$ cat src/verilog/tdc_pkg.sv
// Shared constants and types for the Tx loop control and status block
package tdc_pkg;

  // Tx loop modes, in the two-bit order used by both the pins and the mode register
  typedef enum logic [1:0] {TDC_AUTO, TDC_NORMAL, TDC_HOLDOVER, TDC_FREERUN} tdc_mode_t;

  // Register offsets
  localparam logic [7:0] REG_TX_MODE = 8'h1F;
  localparam logic [7:0] REG_HITLESS = 8'h20;
  localparam logic [7:0] REG_SYN1_N_LO = 8'h21;
  localparam logic [7:0] REG_SYN1_N_HI = 8'h22;
  localparam logic [7:0] REG_SYN1_SEC = 8'h23;
  localparam logic [7:0] REG_FP_STYLE = 8'h24;

  // Field positions
  localparam int MODE_LSB = 0;
  localparam int HOLD_BIT = 6;
  localparam int LOCK_BIT = 7;
  localparam int HS_VALUE_BIT = 0;
  localparam int HS_OVERRIDE_BIT = 1;
  localparam int HS_ACTIVE_BIT = 7;
  localparam int SEC_DIV_BIT = 7;
  localparam int SEC_FACTOR_MSB = 3;
  localparam int N_HI_MSB = 5;

  // Reset values
  localparam logic [13:0] SYN1_N_RESET = 14'h00C1;
  localparam logic [7:0] SYN1_SEC_RESET = 8'h02;
  localparam logic [1:0] FP_STYLE_RESET = 2'h0;
  localparam logic [7:0] HITLESS_RESET = 8'h00;

  // Frequency words for a 32-bit accumulator on a 125 MHz clock
  localparam logic [31:0] FCW_8K = 32'h0004_31BE;
  localparam logic [31:0] FCW_2K = 32'h0001_0C6F;
  localparam logic [13:0] SYN1_N_MAX = 14'h30D4;

  // Frame pulse styles
  localparam logic [1:0] FP_PULSE_HIGH = 2'h0;
  localparam logic [1:0] FP_PULSE_LOW = 2'h1;
  localparam logic [1:0] FP_SQUARE = 2'h2;

endpackage

$ cat src/verilog/tdc_nco.sv
// Phase accumulator that turns a frequency word into a clock and a wrap pulse
`timescale 1ns/1ps
module tdc_nco
(
  input wire logic ref_clk,
  input wire logic rst,
  input wire logic [31:0] fcw,
  output logic clk_q,
  output logic wrap_q
);

  logic [31:0] acc_q;
  logic [32:0] sum;

  assign sum = {1'b0, acc_q} + {1'b0, fcw};

  always_ff @(posedge ref_clk)
  begin
    if (rst)
    begin
      acc_q <= '0;
      clk_q <= 1'b0;
      wrap_q <= 1'b0;
    end
    else
    begin
      acc_q <= sum[31:0];
      clk_q <= sum[31];
      wrap_q <= sum[32];
    end
  end

endmodule

$ cat src/verilog/tdc_regfile.sv
// Register file behind the serial-interface register port
`timescale 1ns/1ps
module tdc_regfile
(
  input wire logic ref_clk,
  input wire logic rst,
  input wire logic [7:0] reg_addr,
  input wire logic reg_wr_en,
  input wire logic reg_rd_en,
  input wire logic [7:0] reg_wdata,
  input wire logic [1:0] tx_mode,
  input wire logic lock,
  input wire logic hold,
  input wire logic hitless_active,
  output logic [7:0] reg_rdata_q,
  output logic mode_wr,
  output logic [7:0] hitless_q,
  output logic [13:0] syn1_n_q,
  output logic [7:0] syn1_sec_q,
  output logic [1:0] fp_style_q
);

  logic [7:0] rdata_d;
  logic [7:0] mode_rd;
  logic [7:0] hs_rd;
  logic sel_mode, sel_hs, sel_nlo, sel_nhi, sel_sec, sel_fp;

  assign sel_mode = reg_addr == tdc_pkg::REG_TX_MODE;
  assign sel_hs = reg_addr == tdc_pkg::REG_HITLESS;
  assign sel_nlo = reg_addr == tdc_pkg::REG_SYN1_N_LO;
  assign sel_nhi = reg_addr == tdc_pkg::REG_SYN1_N_HI;
  assign sel_sec = reg_addr == tdc_pkg::REG_SYN1_SEC;
  assign sel_fp = reg_addr == tdc_pkg::REG_FP_STYLE;
  assign mode_wr = reg_wr_en && sel_mode && !rst;

  // Mode register reads back the live mode with lock and holdover status
  assign mode_rd = {lock, hold, 4'h0, tx_mode};
  assign hs_rd = {hitless_active, 5'h00, hitless_q[tdc_pkg::HS_OVERRIDE_BIT],
    hitless_q[tdc_pkg::HS_VALUE_BIT]};
  assign rdata_d = sel_mode ? mode_rd :
                   sel_hs ? hs_rd :
                   sel_nlo ? syn1_n_q[7:0] :
                   sel_nhi ? {2'h0, syn1_n_q[13:8]} :
                   sel_sec ? syn1_sec_q :
                   sel_fp ? {6'h00, fp_style_q} : 8'h00;

  always_ff @(posedge ref_clk)
  begin
    if (rst)
    begin
      reg_rdata_q <= 8'h00;
      hitless_q <= tdc_pkg::HITLESS_RESET;
      syn1_n_q <= tdc_pkg::SYN1_N_RESET;
      syn1_sec_q <= tdc_pkg::SYN1_SEC_RESET;
      fp_style_q <= tdc_pkg::FP_STYLE_RESET;
    end
    else
    begin
      reg_rdata_q <= reg_rd_en ? rdata_d : 8'h00;
      if (reg_wr_en && sel_hs)
        hitless_q <= {6'h00, reg_wdata[1:0]};
      if (reg_wr_en && sel_nlo)
        syn1_n_q[7:0] <= reg_wdata;
      if (reg_wr_en && sel_nhi)
        syn1_n_q[13:8] <= reg_wdata[tdc_pkg::N_HI_MSB:0];
      if (reg_wr_en && sel_sec)
        syn1_sec_q <= reg_wdata;
      if (reg_wr_en && sel_fp)
        fp_style_q <= reg_wdata[1:0];
    end
  end

endmodule

$ cat src/verilog/tdc_ctrl.sv
// Tx loop pin control, status indicators, reference copy and synthesizer defaults
`timescale 1ns/1ps
// Operation
// - Holding reset puts every output and control state into its reset value.
// - Hitless enable high lets the Tx loop switch references without a phase step.
// - Hitless enable low disables it and realigns output phase to the selected reference.
// - Software can also set hitless switching through a register.
// - Mode select pins are sampled during reset as the default Tx loop mode.
// - After reset the mode follows the pins or writes to the mode register.
// - Each driver enable turns its differential driver on, low tristates it.
// - Lock goes high when the loop is frequency and phase locked, except in holdover or free-run.
// - Holdover indicator goes high when the Tx loop is in holdover.
// - Selected-reference output copies the clock the Rx selector passes.
// - The selected-reference copy may step in phase on a reference change.
// - Synthesizer 1 primary clock is 2 kHz or N times 8 kHz, default 1.544 MHz.
// - Synthesizer 1 secondary clock multiplies or divides the primary, default 3.088 MHz.
// - Synthesizer 0 second frame pulse has selectable style, default 8 kHz rate.
module tdc_ctrl
(
  input wire logic ref_clk,
  input wire logic rst,
  input wire logic mode_select0,
  input wire logic mode_select1,
  input wire logic hitless_switch_enable,
  input wire logic lvpecl_driver0_enable,
  input wire logic lvpecl_driver1_enable,
  input wire logic [7:0] ref_in,
  input wire logic [2:0] rx_ref_select,
  input wire logic ref_switch,
  input wire logic ref_lost,
  input wire logic loop_freq_locked,
  input wire logic loop_phase_locked,
  input wire logic [7:0] reg_addr,
  input wire logic reg_wr_en,
  input wire logic reg_rd_en,
  input wire logic [7:0] reg_wdata,
  output logic [7:0] reg_rdata_q,
  output logic [1:0] tx_mode_q,
  output logic hitless_active_q,
  output logic phase_realign_q,
  output logic lvpecl_drv0_on_q,
  output logic lvpecl_drv1_on_q,
  output logic lock_q,
  output logic hold_q,
  output logic ref_out_q,
  output logic synth1_primary_clock,
  output logic synth1_secondary_clock,
  output logic synth0_second_frame_pulse
);

  logic mode_wr;
  logic [7:0] hitless_q;
  logic [13:0] syn1_n_q;
  logic [7:0] syn1_sec_q;
  logic [1:0] fp_style_q;
  logic [1:0] pins_prev_q;
  logic [1:0] pins_now;
  logic [1:0] mode_d;
  logic pins_changed;
  tdc_pkg::tdc_mode_t mode_e;
  logic hs_eff;
  logic hs_drop;
  logic lock_d;
  logic hold_d;
  logic [13:0] n_eff;
  logic [31:0] fcw_prim;
  logic [31:0] fcw_sec;
  logic [45:0] prim_prod;
  logic [35:0] sec_prod;
  logic [3:0] sec_factor;
  logic fp_clk;
  logic fp_wrap;
  logic fp_d;
  logic fp_q;

  tdc_regfile u_regs
  (
    .ref_clk(ref_clk),
    .rst(rst),
    .reg_addr(reg_addr),
    .reg_wr_en(reg_wr_en),
    .reg_rd_en(reg_rd_en),
    .reg_wdata(reg_wdata),
    .tx_mode(tx_mode_q),
    .lock(lock_q),
    .hold(hold_q),
    .hitless_active(hitless_active_q),
    .reg_rdata_q(reg_rdata_q),
    .mode_wr(mode_wr),
    .hitless_q(hitless_q),
    .syn1_n_q(syn1_n_q),
    .syn1_sec_q(syn1_sec_q),
    .fp_style_q(fp_style_q)
  );

  // Mode source: register write wins over a same-cycle pin change
  assign pins_now = {mode_select1, mode_select0};
  assign pins_changed = pins_now != pins_prev_q;
  assign mode_d = rst ? pins_now :
                  mode_wr ? reg_wdata[tdc_pkg::MODE_LSB +: 2] :
                  pins_changed ? pins_now : tx_mode_q;
  assign mode_e = tdc_pkg::tdc_mode_t'(tx_mode_q);

  always_ff @(posedge ref_clk)
  begin
    tx_mode_q <= mode_d;
    pins_prev_q <= pins_now;
  end

  // Hitless switching: software override takes the pin's place when set
  assign hs_eff = hitless_q[tdc_pkg::HS_OVERRIDE_BIT] ?
    hitless_q[tdc_pkg::HS_VALUE_BIT] : hitless_switch_enable;
  // Realign on leaving hitless mode, and on any reference switch while disabled
  assign hs_drop = !hs_eff && (hitless_active_q || ref_switch);

  // Indicators: holdover in forced holdover or when auto mode loses its reference
  assign hold_d = (mode_e == tdc_pkg::TDC_HOLDOVER) ||
    ((mode_e == tdc_pkg::TDC_AUTO) && ref_lost);
  assign lock_d = loop_freq_locked && loop_phase_locked && !hold_d &&
    (mode_e != tdc_pkg::TDC_FREERUN);

  always_ff @(posedge ref_clk)
  begin
    if (rst)
    begin
      hitless_active_q <= 1'b0;
      phase_realign_q <= 1'b0;
      lvpecl_drv0_on_q <= 1'b0;
      lvpecl_drv1_on_q <= 1'b0;
      lock_q <= 1'b0;
      hold_q <= 1'b0;
      ref_out_q <= 1'b0;
    end
    else
    begin
      hitless_active_q <= hs_eff;
      phase_realign_q <= hs_drop;
      lvpecl_drv0_on_q <= lvpecl_driver0_enable;
      lvpecl_drv1_on_q <= lvpecl_driver1_enable;
      lock_q <= lock_d;
      hold_q <= hold_d;
      // Plain mux: a selector change passes straight through, phase step included
      ref_out_q <= ref_in[rx_ref_select];
    end
  end

  // Synthesizer 1: N of zero gives 2 kHz, N above the 100 MHz limit is clamped
  assign n_eff = (syn1_n_q > tdc_pkg::SYN1_N_MAX) ? tdc_pkg::SYN1_N_MAX : syn1_n_q;
  assign prim_prod = {32'h0000_0000, n_eff} * {14'h0000, tdc_pkg::FCW_8K};
  assign fcw_prim = (n_eff == 14'h0000) ? tdc_pkg::FCW_2K : prim_prod[31:0];
  assign sec_factor = syn1_sec_q[tdc_pkg::SEC_FACTOR_MSB:0];
  assign sec_prod = {4'h0, fcw_prim} * {32'h0000_0000, sec_factor};
  assign fcw_sec = syn1_sec_q[tdc_pkg::SEC_DIV_BIT] ? (fcw_prim >> sec_factor) :
    sec_prod[31:0];

  tdc_nco u_syn1_prim
  (
    .ref_clk(ref_clk),
    .rst(rst),
    .fcw(fcw_prim),
    .clk_q(synth1_primary_clock),
    .wrap_q()
  );

  tdc_nco u_syn1_sec
  (
    .ref_clk(ref_clk),
    .rst(rst),
    .fcw(fcw_sec),
    .clk_q(synth1_secondary_clock),
    .wrap_q()
  );

  tdc_nco u_fp
  (
    .ref_clk(ref_clk),
    .rst(rst),
    .fcw(tdc_pkg::FCW_8K),
    .clk_q(fp_clk),
    .wrap_q(fp_wrap)
  );

  // Frame pulse shaping at 8 kHz: one-cycle high, one-cycle low, or square
  assign fp_d = (fp_style_q == tdc_pkg::FP_PULSE_HIGH) ? fp_wrap :
                (fp_style_q == tdc_pkg::FP_PULSE_LOW) ? !fp_wrap :
                (fp_style_q == tdc_pkg::FP_SQUARE) ? fp_clk : fp_wrap;

  always_ff @(posedge ref_clk)
  begin
    if (rst)
      fp_q <= 1'b0;
    else
      fp_q <= fp_d;
  end

  assign synth0_second_frame_pulse = fp_q;
endmodule

$ cat config.mk
export PLATFORM = sky130hd
export DESIGN_NAME = tdc_ctrl
export DESIGN_NICKNAME = d
export VERILOG_FILES = /design/src/verilog/tdc_pkg.sv /design/src/verilog/tdc_nco.sv /design/src/verilog/tdc_regfile.sv /design/src/verilog/tdc_ctrl.sv
export SDC_FILE = /design/constraint.sdc
export NUM_CORES = 1
export LEC_CHECK = 0
export BUFFER_PORTS_ARGS = -buffer_cell sky130_fd_sc_hd__buf_4
export CORE_MARGIN = 4
export CORE_UTILIZATION = 65
export CTS_CLUSTER_SIZE = 20
export DETAILED_ROUTE_END_ITERATION = 8
export MAX_ROUTING_LAYER = met4
export PLACE_DENSITY = 0.83
export SLEW_MARGIN = 5
export SYNTH_ARGS = -nofsm -noshare
export SYNTH_HDL_FRONTEND = slang
export SYNTH_SLANG_ARGS = --single-unit
$ cat constraint.sdc
create_clock -name ref_clk -period 29.6 [get_ports ref_clk]
set_input_delay 5.92 -clock ref_clk [delete_from_list [all_inputs] [get_ports ref_clk]]
set_output_delay 5.92 -clock ref_clk [all_outputs]
set_load 0.01 [all_outputs]
==> metrics.md, run 1 <==
| Metric | Value |
|---|---|
| Status | `finished, final reports clean` |
| DR DRC count | `0` |
| Vias per Instance | `roughly 6.3` |
| CP max stage delay | `0.70 ns` |
| Die ar. | `between 0.02 and 0.03 sq mm` |
| Critical Path Most Common Cell | `fa_1` |
| Post-Syn Instances | `approximately 2,100` |
| Ranking of synthesized cells by area | `ha_1 (16%), dfxtp_1 (16%), fa_1 (15%), inv_1 (5.8%), a21oi_1 (4.8%)` |
| Synthesized flop and latch total | `142` |
| Critical path depth in cells | `between 40 and 50` |
| GR Util All Layers | `between 30% and 40%` |
| I/O Buffers | `59` |
| M1 GR Usage | `approximately two fifths` |
| Clock skew | `about 0.018 ns` |
| Post-Syn Area | `around 0.018 sq mm` |
| Area share of xor/xnor cells in the synthesized design | `just under 6%` |
| Leakage power | `just over 9 nW` |
| Clk buf depth | `2` |
| Crit end category | `register` |
| Post-CTS setup buffers | `0` |
| Complex-gate fraction of the synthesized area | `18.4%` |
| Final hold viol count | `0` |
| Largest net degree at the start of global routing | `96` |
| CTS Hold Bufs | `0` |
| Post-synthesis mux area share | `4.26%` |
| CTS tree | `yes` |
| Worst-path fanout max | `8` |
| WP data required | `29.94 ns` |
| Antenna Cells | `0` |
| Detail Route Antenna Nets | `0` |
| Yosys top cell by area | `ha_1` |
| Ys async rst share | `0%` |
| Seq/Total Area, Yosys | `roughly 16%` |
| Hold Path Stages | `1` |
| Prevailing post-synth register cell | `dfxtp_1` |
| Vias in the first global route | `15,600` |
| Routed len/inst | `approximately 18 microns` |
| Routability congestion estimate | `0.986` |
| Area of the multi-input gates | `approximately 0.013 sq mm` |
| Ports | `60` |
| Peak VDD IR | `0.0000339 V` |
| Initial Util | `between 60% and 70%` |
| Largest family of logic cells by synthesized area | `adder cells` |
| Grt total ovfl | `0` |
| Core ar. | `roughly 0.026 sq mm` |
| Final net count | `~2,600` |
| Fin crit period | `between 10 and 15 ns` |
| Drt initial violations | `between 1,500 and 2,000` |
| Core Rows | `59` |
| Power density cells | `36.6 mW/mm^2` |
| Startpoint types | `register` |
| Slew HR | `approximately 28%` |
| CTS Buf Count | `17` |
| Skew-Pair Late Insertion Delay | `roughly 0.45 ns` |
| Vias post-DR | `15,800` |
| Slowest-stage cell, CP | `a211oi_1` |
| Max-capacitance violation count | `0` |
| GRT busiest layer | `met2` |
| Worst Path Buf+Inv | `4` |
| Synthesis-to-layout area growth | `7.37%` |
| HPWL after DPL | `35.2 mm` |
| Simple-gate share of the synthesized area | `between 10% and 20%` |
| Initial antenna violation count | `0` |
| Share of cells above drive strength 1 | `~7%` |
| First-pass GRT wire length | `around 76 mm` |
| Post_cts resized | `0` |
| R2R depth | `45` |
| WL final | `46.0 mm` |
| Setup Crit Path Kind | `register to register` |
| CTS Sinks | `roughly 140` |
| CTS root buf | `clkbuf_16` |
| Post-synth EDFFs | `2` |
| Number of H-tree levels | `4` |
| Chip Height | `approximately 170 microns` |
| Count of cell types in the netlist | `83` |
| Most frequent cell after synthesis | `inv_1` |
| Cell family with the largest share of critical-path delay | `compound AO/OA/AOI/OAI gates` |
| Post-Synthesis Net Count | `around 2,500` |
| Yosys top cell area share | `roughly 16%` |
| Period utilisation layout | `between 30% and 40%` |
| Final max-slew violation count | `0` |
| Fill cell total of the finished layout | `about 2,100` |
| Clock transition at the registers of the reported paths | `~0.08 ns` |
| Fmax achieved | `about 85 MHz` |
| CP arrival | `between 10 and 15 ns` |
| RSZ-0062 raised after global routing | `no` |
| HP Class | `register to register` |
| Syn Area/Cell | `8.22 sq um` |
| 1st-pass router iterations | `8` |
| Post-synth top cells | `inv_1 (273), ha_1 (226), nor2_1 (175)` |
| Width of the die | `approximately 170 microns` |
| Met3 GRT Util | `4.93%` |
| Synth Area in Adders | `a little under a third` |
| M2 GR Usage | `a little over half` |
| Final setup viols | `0` |
| Yosys Warn Count | `0` |
| Slew @ Worst Pin | `around 1.1 ns` |
| Design Power | `between 0.6 and 0.7 mW` |
| Setup TNS | `0 ns` |
| Register area | `~0.0029 sq mm` |
## where the power goes
group | switching [mW] | internal (mW) | leakage [nW] | total [mW]
logic | 0.131 | 0.0973 | 7.81 | 0.228
registers | 0.0120 | 0.219 | 1.17 | 0.231
clock network | 0.118 | 0.116 | 0.297 | 0.234
## sequential cells by signal (all words and copies together), names as in the netlist, 8 cells and up
name                cells
u_regs.reg_rdata_q      8
u_syn1_sec.acc_q       31
u_regs.syn1_sec_q       8
u_syn1_prim.acc_q      32
u_fp.acc_q             30
u_regs.syn1_n_q        14
## layer usage
layer / up-vias / part of all wire, %
li1: 7432 / -
met2: 679 / 48
met3: 128 / 7.1
met5: - / 0
met1: 7564 / 42
met4: 0 / 2.7
## path summary, 6_finish.rpt
path,startpoint,to,slack (ns)
worst max register to register,u_regs.syn1_n_q[0],u_syn1_sec.clk_q,17.82
worst min register to register,u_fp.acc_q[1],u_fp.acc_q[1],0.44
worst max-delay path,u_regs.syn1_n_q[0],u_syn1_sec.clk_q,17.82
worst min-delay path,u_fp.acc_q[1],u_fp.acc_q[1],0.44
## area by class of cell
cell class,count,area share [%]
clock buffer,17,2.25
clock inverter,15,1.03
inverter,278,5.52
multi-input combinational,1644,70.9
sequential,142,15.1
tap,335,2.22
timing repair buffer,73,2.90
## metrics by stage
step	utilization [%]	worst slack, ns	hold WS (ns)	area (sq um)	instances
4_1_cts	71.7	17.92	0.444	18900	2504
3_5_place_dp	69.4	17.97	0.429	18300	2472
2_1_floorplan	-	19.18	0.413	17600	2143
5_1_grt	71.7	16.87	0.487	18900	2504
6_report	71.7	17.82	0.440	18900	2504
3_3_place_gp	69.4	18.23	0.426	18300	2472
## placed cells by master, fill, tap and decap left out, types with 14 or more instances in the layout
cell type  count
o21bai_1      19
fa_1         131
and2_1        20
xor2_1        49
nand4_1       17
clkbuf_16     17
ha_1         226
mux2i_1       31
nor2b_1       22
buf_4         73
a21oi_1      168
a211oi_1      22
dfxtp_1      139
o21ai_1       14
o21ai_0       69
mux4_2        15
nor4_1        15
and3_1        29
a21o_1        67
xnor2_1       68
inv_1        273
nand2_1      172
nand3_1       57
nand2b_1      17
nor3_1        55
nor2_1       175
## cell families (layout without fill, tap and decap cells)
kind of cell,Yosys count,in the layout
compound gates,494,494
xor+xnor,118,118
fa+ha+maj,357,357
buf+inv,357,383
flops,142,142
mux,55,55
simple gates,620,620
Note: power is estimated with default switching activity, not from simulation.
==> run 2: changes to the inputs <==
--- a/config.mk
+++ b/config.mk
@@ -7,11 +7,11 @@
 export LEC_CHECK = 0
 export BUFFER_PORTS_ARGS = -buffer_cell sky130_fd_sc_hd__buf_4
 export CORE_MARGIN = 4
-export CORE_UTILIZATION = 65
+export CORE_UTILIZATION = 59
 export CTS_CLUSTER_SIZE = 20
 export DETAILED_ROUTE_END_ITERATION = 8
 export MAX_ROUTING_LAYER = met4
-export PLACE_DENSITY = 0.83
+export PLACE_DENSITY = 0.79
 export SLEW_MARGIN = 5
 export SYNTH_ARGS = -nofsm -noshare
 export SYNTH_HDL_FRONTEND = slang
==> constraint.sdc (replaced) <==
create_clock -name ref_clk -period 9.6 [get_ports ref_clk]
set_input_delay 1.92 -clock ref_clk [delete_from_list [all_inputs] [get_ports ref_clk]]
set_output_delay 1.92 -clock ref_clk [all_outputs]
set_load 0.01 [all_outputs]
==> run 2 against run 1 <==
The run now ends with negative setup slack left. Critical path type unchanged. Clock power rose to 3.0 times the previous value. Fmax rose by 10%. Flip-flop and latch count did not move. First-iteration DRC count rose by 20%. Combinational power rose to 4.4 times the previous value. Critical endpoint unchanged.
==> metrics.md, run 2 (synthesis gave the netlist of run 1 again) <==
| Metric | Value |
|---|---|
| R2r setup slk | `-1.10 ns (-18.92 ns)` |
| Chip Height | `181 microns (+4.7%)` |
| Routability congestion estimate | `0.963 (-2.4%)` |
| Detail Route Antenna Nets | `0 (unchanged)` |
| Most frequent cells in the layout | `buf_4 (458), inv_1 (247), ha_1 (189), nor2_1 (169), nand2_1 (163)` |
| R2R depth | `49 (+8.9%)` |
| Final hold viol count | `0 (unchanged)` |
| Max-capacitance violation count | `0 (unchanged)` |
| Width of the die | `181 microns (+4.7%)` |
| RSZ-0062 raised after global routing | `yes` |
| Max reg flops | `32 (unchanged)` |
| Grt total ovfl | `0 (unchanged)` |
| First-pass GRT wire length | `90.2 mm (+18%)` |
| I/O Buffers | `59 (unchanged)` |
| Slowest-stage cell, CP | `fa_1` |
| Vias per Instance | `6.19 (-1.9%)` |
| Slew HR | `19.6% (-8.5 points)` |
| Sequential Power Share | `29.3% (-4.0 points)` |
| Skew-Pair Late Insertion Delay | `0.46 ns (about the same)` |
| Util after Layout | `80.4% (+8.6 points)` |
| Synthesis-to-layout area growth | `32.8%` |
| Die ar. | `0.0327 sq mm (+9.7%)` |
| Vias post-DR | `18,300 (+16%)` |
| Slew @ Worst Pin | `1.20 ns (+0.127 ns)` |
| HP Class | `register to register` |
| GR Util All Layers | `34.1% (+2.7 points)` |
| Vias in the first global route | `18,800 (+20%)` |
| Sw Ratio | `37.6% (-0.069 points)` |
| Status | `finished, violations left` |
| Clock skew | `0.0103 ns (-0.00741 ns)` |
| Peak VDD IR | `0.000143 V (+320%)` |
| Share of cells above drive strength 1 | `29.8% (+23 points)` |
| HPWL after DPL | `39.8 mm (+13%)` |
| Power density cells | `104 mW/mm^2 (+190%)` |
| Biggest regs | `u_syn1_prim.acc_q (32), u_syn1_sec.acc_q (31), u_fp.acc_q (30)` |
| HP Start | `u_fp.acc_q[1]` |
| Worst-path fanout max | `7 (-1)` |
| Internal power | `1.52 mW (+250%)` |
| CTS Sinks | `142 (unchanged)` |
| Fmax achieved | `93.5 MHz (+10%)` |
| Routed len/inst | `19.7 microns (+7.5%)` |
| Clk buf depth | `2 (unchanged)` |
| Largest net degree at the start of global routing | `70 (-27%)` |
| Drt initial violations | `1,824 (+20%)` |
| Clock network fraction of total power | `29.1% (-4.7 points)` |
| CTS tree | `yes` |
| Failing checks | `negative setup slack` |
| Hold Path Stages | `1 (unchanged)` |
| DR DRC count | `0 (unchanged)` |
| CTS root buf | `clkbuf_16` |
| Fin crit period | `10.70 ns (-1.08 ns)` |
| WP data required | `9.95 ns (-19.99 ns)` |
| Leakage power | `11.4 nW (+23%)` |
| Reg-to-Reg End | `u_syn1_sec.clk_q` |
| Largest reg by FF count | `u_syn1_prim.acc_q` |
| Clock transition at the registers of the reported paths | `0.08 ns (about the same)` |
| Critical Path Most Common Cell | `fa_1` |
| Final setup viols | `13 (+13)` |
| Final net count | `2,951 (+16%)` |
| Core ar. | `0.0291 sq mm (+10%)` |
| Crit end category | `register` |
| CTS Buf Count | `17 (unchanged)` |
| Ports | `60 (unchanged)` |
| Reg2reg start | `u_regs.syn1_n_q[0]` |
| Initial antenna violation count | `0 (unchanged)` |
| Hold EP | `u_fp.acc_q[1]` |
| 1st-pass router iterations | `7 (-1)` |
| Setup TNS | `-6.75 ns (-6.75 ns)` |
| Sw power | `0.918 mW (+250%)` |
| Final max-slew violation count | `0 (unchanged)` |
| Setup Crit Path Kind | `register to register` |
| Antenna Cells | `0 (unchanged)` |
| WL final | `58.3 mm (+27%)` |
| Core Rows | `62 (+5.1%)` |
| Startpoint types | `register` |
| Combinational fraction of design power | `41.6% (+8.7 points)` |
| Worst setup margin | `-1.10 ns (-18.92 ns)` |
| Most common cell after layout, fill and taps aside | `buf_4` |
| CP arrival | `11.05 ns (-1.07 ns)` |
| CP max stage delay | `0.55 ns (-0.15 ns)` |
| Initial Util | `60.5% (-6.3 points)` |
| Number of H-tree levels | `4 (unchanged)` |
| Period utilisation layout | `111% (+72 points)` |
| Design Power | `2.44 mW (+250%)` |
[run 2: per-stage QoR]
step	cell area [sq um]	instances	hold slack [ns]	setup WS [ns]
after floorplan	17900	2143	0.413	-0.330
after global placement	21200	2860	0.426	-0.729
after detailed placement	21200	2860	0.438	-1.03
after CTS	22700	2935	0.452	-0.767
after global routing	23400	2951	0.485	-1.43
final	23400	2951	0.449	-1.10
[run 2: worst max-delay path by stage]
stage / cells past startpoint / start / to / slack [ns]
global route: 51 / u_regs.syn1_n_q[0] / u_syn1_sec.clk_q / -1.43
finish: 49 / u_regs.syn1_n_q[0] / u_syn1_sec.clk_q / -1.10
global placement: 44 / u_regs.syn1_n_q[0] / u_syn1_sec.clk_q / -0.73
detailed placement: 48 / u_regs.syn1_n_q[0] / u_syn1_sec.clk_q / -1.03
CTS: 48 / u_regs.syn1_n_q[0] / u_syn1_sec.clk_q / -0.77
floorplan: 46 / u_regs.syn1_n_q[0] / u_syn1_sec.clk_q / -0.33
[run 2: what timing repair did]
item	4_1_cts	5_1_grt
gates resized for setup	120	122
setup buffers	50	26
pin swaps	80	97
endpoints found under the setup margin	16	22
hold buffers	0	0
[run 2: per-layer routing]
| layer | global-route usage, % | share of wire, % | wire length [microns] | vias to the layer above |
|---|---|---|---|---|
| met2 | 57.8 | 49 | 28300 | 949 |
| met5 | - | 0 | 0 | - |
| met3 | 5.65 | 7.9 | 4580 | 285 |
| met1 | 41.0 | 39 | 22700 | 8805 |
| li1 | - | - | - | 8226 |
| met4 | 12.6 | 4.7 | 2740 | 0 |
[run 2: worst max-delay path, delay by kind of cell, from the launching register on]
kind | cells | cell delay [ns]
AO/OA/AOI/OAI | 19 | 3.45
buffers and inverters | 7 | 0.67
AND/OR/NAND/NOR | 9 | 1.48
adder cells (fa/ha/maj) | 11 | 4.17
XOR/XNOR | 3 | 0.50
flip-flops | 1 | 0.32
[run 2: layout make-up]
type	instances	area (sq um)
multi-input combinational	1644	14800
timing repair buffer	471	3590
tap	384	480
inverter	278	1060
fill	1818	5710
sequential	142	2870
clock buffer	17	425
clock inverter	15	179
[run 2: power by group through the flow]
stage / logic (mW) / registers (mW) / clock network, mW
global route: 1.10 / 0.722 / 0.739
floorplan: 0.558 / 0.715 / 0
CTS: 0.910 / 0.713 / 0.711
finish: 1.01 / 0.715 / 0.711
global placement: 0.787 / 0.720 / 0
detailed placement: 0.823 / 0.724 / 0
